==> src/bacs_pkg.sv <==
/*
 * Shared constants and carrier types for the decimal adjust and
 * compare-skip-less execution block: register map, field positions,
 * reset values, operation codes and sequencing counts.
 * Assumes a single 25 MHz clock and a 32-bit AHB-Lite register bus.
 */
package bacs_pkg;

	////////////////////////////////////////////////////////////////////////
	// Register byte offsets, low eight address bits
	localparam logic [7:0] OFS_CTRL   = 8'h00;
	localparam logic [7:0] OFS_WORK   = 8'h04;
	localparam logic [7:0] OFS_FLAGS  = 8'h08;
	localparam logic [7:0] OFS_STATUS = 8'h0C;
	localparam logic [7:0] OFS_MADDR  = 8'h10;
	localparam logic [7:0] OFS_MDATA  = 8'h14;

	////////////////////////////////////////////////////////////////////////
	// Field positions
	localparam int CTRL_OP_LSB   = 0;
	localparam int CTRL_DEST_BIT = 4;
	localparam int CTRL_F_LSB    = 8;
	localparam int FLG_C_BIT     = 0;
	localparam int FLG_DIG_BIT   = 1;
	localparam int STS_BUSY_BIT  = 0;
	localparam int STS_SKIP_BIT  = 1;
	localparam int STS_CYC_LSB   = 4;

	////////////////////////////////////////////////////////////////////////
	// Operation codes
	localparam logic [1:0] OP_NONE = 2'h0;
	localparam logic [1:0] OP_ADJ  = 2'h1;
	localparam logic [1:0] OP_CSLT = 2'h2;

	////////////////////////////////////////////////////////////////////////
	// Arithmetic and timing constants
	localparam logic [3:0] BCD_MAX     = 4'h9;
	localparam logic [3:0] BCD_ADJ     = 4'h6;
	localparam logic [1:0] RD_WAIT     = 2'h1;
	localparam logic [1:0] NOP_LAST_PH = 2'h3;
	localparam logic [1:0] CYC_SINGLE  = 2'h1;
	localparam logic [1:0] CYC_DOUBLE  = 2'h2;

	////////////////////////////////////////////////////////////////////////
	// Reset values
	localparam logic [7:0]  WORK_RST  = 8'h00;
	localparam logic [7:0]  MADDR_RST = 8'h00;
	localparam logic [31:0] WORD_ZERO = 32'h0000_0000;

	////////////////////////////////////////////////////////////////////////
	// Carrier types
	typedef struct packed {
		logic [7:0] f_addr;
		logic       dest_mem_only;
		logic [1:0] op;
	} bacs_ctrl_t;

	typedef struct packed {
		logic digit_carry_flag;
		logic carry;
	} bacs_flags_t;

	localparam bacs_ctrl_t  CTRL_RST  = '{f_addr: 8'h00, dest_mem_only: 1'b0, op: 2'h0};
	localparam bacs_flags_t FLAGS_RST = '{digit_carry_flag: 1'b0, carry: 1'b0};

endpackage : bacs_pkg
==> src/bacs_alu_top.sv <==
/*
 * Execution unit for the decimal adjust and compare-skip-less
 * instructions, with working register, carry flags and data memory,
 * all reached as an AHB-Lite slave.
 * Assumes single word transfers from one master; hready is the bus
 * ready that this slave's hreadyout feeds.
 */
`timescale 1ns/10ps

// Operation
// - Low nibble over nine or digit carry: add six
// - High nibble over nine or carry: add six
// - Adjust raw BCD sum into valid BCD
// - Select clear: write memory and working register
// - Select set: write memory only
module bacs_alu_top
	import bacs_pkg::*;
#(
	parameter int MEM_DEPTH = 256
) (
	input  wire logic        hclk,
	input  wire logic        hresetn,
	input  wire logic        hsel,
	input  wire logic [31:0] haddr,
	input  wire logic [1:0]  htrans,
	input  wire logic        hwrite,
	input  wire logic [2:0]  hsize,
	input  wire logic [31:0] hwdata,
	input  wire logic        hready,
	output logic             hreadyout,
	output logic      [31:0] hrdata,
	output logic             hresp,
	output logic             flush_pulse,
	output logic             done_pulse
);

	typedef enum logic [2:0] {
		ST_IDLE,
		ST_DECODE,
		ST_READ,
		ST_EXEC,
		ST_WRITE,
		ST_FNOP
	} bacs_state_t;

	////////////////////////////////////////////////////////////////////////
	// Registers
	bacs_state_t state_q, state_d;
	bacs_ctrl_t  ctrl_q;
	bacs_flags_t flags_q;
	logic [7:0]  working_register_q;
	logic [7:0]  maddr_q;
	logic [7:0]  res_q;
	logic        res_carry_q;
	logic        skip_q;
	logic [1:0]  phase_q;
	logic [1:0]  cycles_q;
	logic        dp_act_q;
	logic        ap_write_q;
	logic [7:0]  ap_addr_q;
	logic [1:0]  wcnt_q;
	logic        hreadyout_q, hreadyout_d;
	logic [31:0] hrdata_q;
	logic        hresp_q;
	logic        flush_q;
	logic        done_q;

	////////////////////////////////////////////////////////////////////////
	// Bus decode
	logic        accept;
	logic        stalled;
	logic        xfer_done;
	logic        wr_done;
	logic        rd_go;
	logic        busy_q;
	logic        busy_d;
	logic        sel_ctrl;
	logic        sel_work;
	logic        sel_flags;
	logic        sel_status;
	logic        sel_maddr;
	logic        sel_mdata;
	logic        launch;
	logic [1:0]  wr_op;
	logic [31:0] rd_word;
	logic [31:0] status_word;
	logic [7:0]  mem_rd_data;

	assign accept     = hsel & htrans[1] & hready;
	assign stalled    = dp_act_q & ~hreadyout_q;
	assign xfer_done  = dp_act_q & hreadyout_q;
	assign wr_done    = xfer_done & ap_write_q;
	assign busy_q     = (state_q != ST_IDLE);
	assign busy_d     = (state_d != ST_IDLE);
	assign rd_go      = stalled & ~ap_write_q & ~busy_q & (wcnt_q == RD_WAIT);

	assign sel_ctrl   = (ap_addr_q == OFS_CTRL);
	assign sel_work   = (ap_addr_q == OFS_WORK);
	assign sel_flags  = (ap_addr_q == OFS_FLAGS);
	assign sel_status = (ap_addr_q == OFS_STATUS);
	assign sel_maddr  = (ap_addr_q == OFS_MADDR);
	assign sel_mdata  = (ap_addr_q == OFS_MDATA);

	assign wr_op      = hwdata[CTRL_OP_LSB +: 2];
	assign launch     = wr_done & sel_ctrl & ((wr_op == OP_ADJ) | (wr_op == OP_CSLT));

	assign status_word = {24'h00_0000, 2'h0, cycles_q, 2'h0, skip_q, busy_q};

	assign rd_word = sel_ctrl   ? {16'h0000, ctrl_q.f_addr, 3'h0, ctrl_q.dest_mem_only, 2'h0, ctrl_q.op} :
	                 sel_work   ? {24'h00_0000, working_register_q} :
	                 sel_flags  ? {30'h0000_0000, flags_q.digit_carry_flag, flags_q.carry} :
	                 sel_status ? status_word :
	                 sel_maddr  ? {24'h00_0000, maddr_q} :
	                 sel_mdata  ? {24'h00_0000, mem_rd_data} :
	                 WORD_ZERO;

	////////////////////////////////////////////////////////////////////////
	// Data memory
	logic       mem_we;
	logic [7:0] mem_wr_addr;
	logic [7:0] mem_wr_data;
	logic [7:0] mem_rd_addr;
	logic       eng_mem_we;

	// Adjusted result always lands in the addressed location
	assign eng_mem_we  = (state_q == ST_WRITE) & (ctrl_q.op == OP_ADJ);
	assign mem_we      = eng_mem_we | (wr_done & sel_mdata);
	assign mem_wr_addr = eng_mem_we ? ctrl_q.f_addr : maddr_q;
	assign mem_wr_data = eng_mem_we ? res_q : hwdata[7:0];
	assign mem_rd_addr = busy_q ? ctrl_q.f_addr : maddr_q;

	bacs_data_mem #(
		.WIDTH (8),
		.DEPTH (MEM_DEPTH),
		.AW    (8)
	) u_mem (
		.hclk      (hclk),
		.hresetn   (hresetn),
		.wr_en     (mem_we),
		.wr_addr   (mem_wr_addr),
		.wr_data   (mem_wr_data),
		.rd_addr   (mem_rd_addr),
		.rd_data_q (mem_rd_data)
	);

	////////////////////////////////////////////////////////////////////////
	// Decimal adjust datapath
	logic [3:0] adj_lo;
	logic [3:0] adj_hi;
	logic       hi_carry;
	logic [7:0] adj_result;
	logic       cslt_less;

	bacs_nibble_adj u_adj_lo (
		.digit     (working_register_q[3:0]),
		.force_adj (flags_q.digit_carry_flag),
		.carry_in  (1'b0),
		.result    (adj_lo),
		.carry_out ()
	);

	// Digits correct independently; no carry passes from low to high
	bacs_nibble_adj u_adj_hi (
		.digit     (working_register_q[7:4]),
		.force_adj (flags_q.carry),
		.carry_in  (1'b0),
		.result    (adj_hi),
		.carry_out (hi_carry)
	);

	assign adj_result = {adj_hi, adj_lo};
	assign cslt_less  = (mem_rd_data < working_register_q);

	////////////////////////////////////////////////////////////////////////
	// Instruction sequencer: decode, read, execute, write, optional no-op
	always_comb begin
		state_d = state_q;
		case (state_q)
			ST_IDLE: begin
				if (launch) begin
					state_d = ST_DECODE;
				end
			end
			ST_DECODE: begin
				state_d = ST_READ;
			end
			ST_READ: begin
				state_d = ST_EXEC;
			end
			ST_EXEC: begin
				state_d = ST_WRITE;
			end
			ST_WRITE: begin
				state_d = skip_q ? ST_FNOP : ST_IDLE;
			end
			ST_FNOP: begin
				if (phase_q == NOP_LAST_PH) begin
					state_d = ST_IDLE;
				end
			end
			default: begin
				state_d = ST_IDLE;
			end
		endcase
	end

	always_ff @(posedge hclk or negedge hresetn) begin
		if (!hresetn) begin
			state_q <= ST_IDLE;
			phase_q <= 2'h0;
		end else begin
			state_q <= state_d;
			phase_q <= (state_q == ST_FNOP) ? phase_q + 2'h1 : 2'h0;
		end
	end

	always_ff @(posedge hclk or negedge hresetn) begin
		if (!hresetn) begin
			ctrl_q <= CTRL_RST;
		end else if (launch) begin
			ctrl_q.op            <= wr_op;
			ctrl_q.dest_mem_only <= hwdata[CTRL_DEST_BIT];
			ctrl_q.f_addr        <= hwdata[CTRL_F_LSB +: 8];
		end
	end

	// Execute phase captures the result, carry and skip decision
	always_ff @(posedge hclk or negedge hresetn) begin
		if (!hresetn) begin
			res_q       <= WORK_RST;
			res_carry_q <= 1'b0;
			skip_q      <= 1'b0;
		end else if (state_q == ST_EXEC) begin
			res_q       <= adj_result;
			res_carry_q <= hi_carry;
			skip_q      <= (ctrl_q.op == OP_CSLT) & cslt_less;
		end
	end

	always_ff @(posedge hclk or negedge hresetn) begin
		if (!hresetn) begin
			working_register_q <= WORK_RST;
		end else if (eng_mem_we & ~ctrl_q.dest_mem_only) begin
			working_register_q <= res_q;
		end else if (wr_done & sel_work) begin
			working_register_q <= hwdata[7:0];
		end
	end

	// Compare leaves flags alone; adjust updates carry only
	always_ff @(posedge hclk or negedge hresetn) begin
		if (!hresetn) begin
			flags_q <= FLAGS_RST;
		end else if (eng_mem_we) begin
			flags_q.carry <= res_carry_q;
		end else if (wr_done & sel_flags) begin
			flags_q.carry            <= hwdata[FLG_C_BIT];
			flags_q.digit_carry_flag <= hwdata[FLG_DIG_BIT];
		end
	end

	always_ff @(posedge hclk or negedge hresetn) begin
		if (!hresetn) begin
			maddr_q <= MADDR_RST;
		end else if (wr_done & sel_maddr) begin
			maddr_q <= hwdata[7:0];
		end
	end

	// Pulses: prefetch discard at end of the skipping cycle, then done
	always_ff @(posedge hclk or negedge hresetn) begin
		if (!hresetn) begin
			flush_q  <= 1'b0;
			done_q   <= 1'b0;
			cycles_q <= 2'h0;
		end else begin
			flush_q <= (state_q == ST_WRITE) & skip_q;
			done_q  <= busy_q & ~busy_d;
			if (busy_q & ~busy_d) begin
				cycles_q <= (state_q == ST_FNOP) ? CYC_DOUBLE : CYC_SINGLE;
			end
		end
	end

	////////////////////////////////////////////////////////////////////////
	// AHB-Lite slave: writes wait only while busy, reads add two waits
	always_comb begin
		if (accept) begin
			hreadyout_d = hwrite & ~busy_d;
		end else if (stalled) begin
			hreadyout_d = ap_write_q ? ~busy_d : rd_go;
		end else begin
			hreadyout_d = 1'b1;
		end
	end

	always_ff @(posedge hclk or negedge hresetn) begin
		if (!hresetn) begin
			dp_act_q   <= 1'b0;
			ap_write_q <= 1'b0;
			ap_addr_q  <= 8'h00;
		end else if (accept) begin
			dp_act_q   <= 1'b1;
			ap_write_q <= hwrite;
			ap_addr_q  <= {haddr[7:2], 2'h0};
		end else if (xfer_done) begin
			dp_act_q   <= 1'b0;
		end
	end

	always_ff @(posedge hclk or negedge hresetn) begin
		if (!hresetn) begin
			wcnt_q <= 2'h0;
		end else if (accept | busy_q) begin
			wcnt_q <= 2'h0;
		end else if (stalled & (wcnt_q != RD_WAIT)) begin
			wcnt_q <= wcnt_q + 2'h1;
		end
	end

	always_ff @(posedge hclk or negedge hresetn) begin
		if (!hresetn) begin
			hreadyout_q <= 1'b1;
			hrdata_q    <= WORD_ZERO;
			hresp_q     <= 1'b0;
		end else begin
			hreadyout_q <= hreadyout_d;
			hresp_q     <= 1'b0;
			if (rd_go) begin
				hrdata_q <= rd_word;
			end
		end
	end

	assign hreadyout   = hreadyout_q;
	assign hrdata      = hrdata_q;
	assign hresp       = hresp_q;
	assign flush_pulse = flush_q;
	assign done_pulse  = done_q;

endmodule : bacs_alu_top

==> src/bacs_data_mem.sv <==
/*
 * Byte-wide data memory with one write port and one read port.
 * Read data come out of a register one clock after the address.
 * Assumes the owner never writes and reads conflicting words blindly.
 */
`timescale 1ns/10ps
module bacs_data_mem #(
	parameter int WIDTH = 8,
	parameter int DEPTH = 256,
	parameter int AW    = $clog2(DEPTH)
) (
	input  wire logic             hclk,
	input  wire logic             hresetn,
	input  wire logic             wr_en,
	input  wire logic [AW-1:0]    wr_addr,
	input  wire logic [WIDTH-1:0] wr_data,
	input  wire logic [AW-1:0]    rd_addr,
	output logic      [WIDTH-1:0] rd_data_q
);

	logic [WIDTH-1:0] mem [DEPTH];

	always_ff @(posedge hclk) begin
		if (wr_en) begin
			mem[wr_addr] <= wr_data;
		end
	end

	always_ff @(posedge hclk or negedge hresetn) begin
		if (!hresetn) begin
			rd_data_q <= '0;
		end else begin
			rd_data_q <= mem[rd_addr];
		end
	end

endmodule : bacs_data_mem

==> src/bacs_nibble_adj.sv <==
/*
 * One packed-BCD digit corrector: adds six when the digit is above nine,
 * when its forcing flag is set, or when a carry would push nine past nine.
 * Purely combinational; instantiated once per nibble by the top.
 */
`timescale 1ns/10ps
module bacs_nibble_adj
	import bacs_pkg::*;
(
	input  wire logic [3:0] digit,
	input  wire logic       force_adj,
	input  wire logic       carry_in,
	output logic      [3:0] result,
	output logic            carry_out
);

	logic       adjust;
	logic [4:0] sum;

	// Digit above nine or flag set selects the correction
	assign adjust    = (digit > BCD_MAX) | force_adj | (carry_in & (digit == BCD_MAX));
	assign sum       = {1'b0, digit} + {1'b0, (adjust ? BCD_ADJ : 4'h0)} + {4'h0, carry_in};
	assign result    = sum[3:0];
	assign carry_out = sum[4];

endmodule : bacs_nibble_adj

==> config.mk <==
export PLATFORM = sky130hd
export DESIGN_NAME = bacs_alu_top
export DESIGN_NICKNAME = d
export VERILOG_FILES = /design/src/bacs_pkg.sv /design/src/bacs_alu_top.sv /design/src/bacs_data_mem.sv /design/src/bacs_nibble_adj.sv
export SDC_FILE = /design/constraint.sdc
export NUM_CORES = 2
export LEC_CHECK = 0
export ABC_AREA = 0
export BUFFER_PORTS_ARGS = -buffer_cell sky130_fd_sc_hd__buf_4
export CAP_MARGIN = 20
export CORE_MARGIN = 4
export CORE_UTILIZATION = 31
export CTS_BUF_LIST = sky130_fd_sc_hd__clkbuf_8
export CTS_CLUSTER_DIAMETER = 30
export DETAILED_ROUTE_END_ITERATION = 8
export GPL_TIMING_DRIVEN = 0
export PLACE_DENSITY_LB_ADDON = 0.12
export REMOVE_ABC_BUFFERS = 1
export SLEW_MARGIN = 5
export SYNTH_ARGS = -nofsm -noshare
export SYNTH_HDL_FRONTEND = slang
export SYNTH_SLANG_ARGS = --single-unit
==> constraint.sdc <==
create_clock -name hclk -period 9.1 [get_ports hclk]
set_input_delay 1.365 -clock hclk [delete_from_list [all_inputs] [get_ports hclk]]
set_output_delay 1.365 -clock hclk [all_outputs]
set_load 0.01 [all_outputs]
==> results.toml <==
[worst_setup_path]
worst-setup-path-type = "reg2reg"
reg2reg_depth = 15
crit_path_end_kind = "register"
timing.rr.start = "state_q[0]"
r2r_slack_ps = 2170
critPathMaxFanout = 58
worstPathRequired_ps = 9850
cp.arrival_ps = 7690
crit_path_end = "u_mem.rd_data_q[3]"
r2r-end = "u_mem.rd_data_q[3]"
critPathLaunchType = "register"
startpoint = "state_q[0]"

[clocking]
cts-root-buf = "clkbuf_8"
cts_tree = "built"
numCtsBuffers = 489
cts_sinks = 2131
clk_path_buf_depth = 4
path_clk_slew_ps = 50
cts_hold_buf = 0
cts_setup_buffers = 0
worstSkewPairLatency_ps = 1070
postCtsResizedCells = 0
htreeDepth = 5

[timing]
post-route-period-util_pct = 76.2
rsz0062_at_grt = "no"
period_minus_slack_ps = 6930
slew_headroom_pct = 20.2
worst_slew_pin_slew_ps = 1180
skew_ps = 83.9
slew_viol_final = 0
setup-tns-final_ps = 0
hold_viol_final = 0
fmax_ghz = 0.144
setup_viol = 0

[grt]
grt_pass1_wl_mm = 440
grt_start_max_net_pins = 121
grt_pass1_vias = 54500
antenna_found_initial = 25
grt.overflow.total = 0
globalRouteTotalUtil_pct = 21.6

[power_and_ir_drop]
ir_drop_uv = 240
p_comb_share_pct = 32.5
intPower_mw = 20.8
p_sw_share_pct = 37.2
p_seq_share_pct = 33.2
powerDensity_nw_per_um2 = 322
leakage_nw = 34.7
switchingPower_mw = 12.3
p_clk_share_pct = 34.3

[floorplan]
fp.dieW_um = 535
dieArea_sq_um = 286000
initial_core_util_pct = 31.1
coreArea_sq_um = 276000
die_h_um = 535
core.rowCount = 193
ios = 110

[routing]
route.vias.total = 56400
drt-total-wl_mm = 318
route.detailed.drc = 0
first_pass_iters = 6
wl_per_cell_um = 29.5
viasPerCell = 5.24
drt-initial-drc-count = 5514
ant_nets = 0

[synth]
ys_ff_latch = 2131
synthFlopType = "edfxtp_1"
ys_types = 84
synth_edf_count = 2048
ys_warn_count = 0
synthesis.instances = 6353
yosysSeqAreaShare_pct = 74.0
syn_area_sq_um = 86000
avgSynthCellArea_sq_um = 13.5
async_flop_share_pct = 3.89

[layout]
area_growth_pct = 19.7
final_cell_count_no_fill = 10800
nFillCells = 26500
mostFrequentLayoutCells = "2048 x edfxtp_1, 1552 x nand2_1, 497 x clkbuf_8"
layout_commonest_cell = "edfxtp_1"
drive_above_1_share_pct = 15.0
final_nets = 6732

[placement]
io_buffers = 46
gp_congestion = 0.789
dp.cells = 9856
dpl.hpwl_mm = 200

[status]
outcome = "finished, final reports clean"

[run]
cap_violations = 0

[hold_path]
hp-class = "in2async"
[critical path: stages (launching register included)]
cell and delay [ps]:
dfrtp_1 630, o31ai_4 860, buf_8 270, and2_4 460, buf_16 330, buf_16 310, buf_12 290, buf_12 270
buf_16 280, mux2i_1 230, a22oi_1 110, o2111ai_1 410, nand4_1 700, a222oi_1 600, and3_1 310, nand3_1 300
[worst min path at each step]
stage                     from         end  slack, ps
global route           hresetn   wcnt_q[1]        260
CTS                 phase_q[0]  phase_q[0]        440
floorplan           phase_q[0]  phase_q[0]        410
global placement    phase_q[0]  phase_q[0]        420
detailed placement  phase_q[0]  phase_q[0]        430
finish                 hresetn   hrdata[3]        280
[power groups by stage]
stage,combinational (mW),sequential [mW],clock [mW]
floorplan,6.21,11.1,0
global placement,9.03,11.2,0
detailed placement,10.8,11.2,0
CTS,10.8,11.0,11.6
global route,11.4,11.0,12.1
finish,10.8,11.0,11.4
[layer usage]
layer  track usage (%)  share of wire, %  wire (um)
met4              6.79               3.0       9660
met2              34.2                46     147000
met5                 0            0.0041         13
met3              4.10               7.0      22100
met1              30.0                44     139000
[kinds of logic (layout without fill, tap and decap cells)]
family                   after synthesis  in the layout  share of synthesized area, %
AND/OR/NAND/NOR                     2640           2640                          13.1
flip-flops                          2131           2131                          74.0
multiplexers                         245            245                          3.38
XOR/XNOR                               5              5                        0.0509
AO/OA/AOI/OAI                        878            878                          6.75
buffers and inverters                439           1111                          2.55
other                                  1             28                       0.00436
adder cells (fa/ha/maj)               14             14                         0.221
[cell type report]
class                           count  area (sq um)  share of cell area (%)
Inverter                           17          63.8                  0.0620
Timing Repair Buffer              206          3660                    3.56
Antenna cell                       11          27.5                  0.0268
Multi-Input combinational cell   3799         20700                    20.1
Sequential cell                  2131         63600                    61.8
Clock inverter                    391          3350                    3.26
Tap cell                         3705          4640                    4.51
Clock buffer                      497          6840                    6.65
[through the flow]
stage | utilization (%) | worst slack [ps] | power (mW) | cell area, sq um | hold slack (ps)
finish | 37.2 | 2170 | 33.1 | 103000 | 276
global route | 37.2 | 2090 | 34.5 | 103000 | 263
CTS | 37.2 | 2250 | 33.4 | 103000 | 437
detailed placement | 33.5 | 2270 | 22.0 | 92600 | 429
global placement | 32.2 | -54410 | 20.2 | 88900 | 418
floorplan | - | -12790 | 17.3 | 83900 | 407
[state kept, by name, summed over array words and instances, names as in the netlist]
register	cells
flush_pulse	1
skip_q	1
dp_act_q	1
flags_q	2
res_carry_q	1
working_register_q	8
phase_q	2
hreadyout	1
state_q	3
ap_write_q	1
cycles_q	2
res_q	8
wcnt_q	2
u_mem.rd_data_q	8
u_mem.mem	2048
maddr_q	8
done_pulse	1
hrdata	16
ctrl_q	11
ap_addr_q	6
[synthesized netlist by cell type (all sizes together), types with 11 or more instances]
master	number	area share [%]
edfxtp	2048	72
nand2	1572	6.9
nand3	490	2.9
nor2	315	1.4
buf	299	1.9
a21oi	288	1.7
mux2i	162	1.9
a31oi	126	0.92
clkbuf	123	0.54
dfrtp	82	2.4
nand4	81	0.59
o21ai	81	0.47
and3	78	0.57
a22oi	77	0.67
mux2	52	0.68
a32oi	51	0.52
a211oi	33	0.29
a221oi	31	0.32
mux4	31	0.81
o2111ai	29	0.30
nor3	25	0.15
o22ai	23	0.17
a22o	21	0.21
inv	17	0.074
a311oi	16	0.16
nor4	15	0.11
nand2b	14	0.10
a2111oi	12	0.13
a21boi	12	0.10
ha	12	0.17
nor2b	12	0.087
o31ai	11	0.10
No activity file was read; power rests on OpenSTA's default activity.
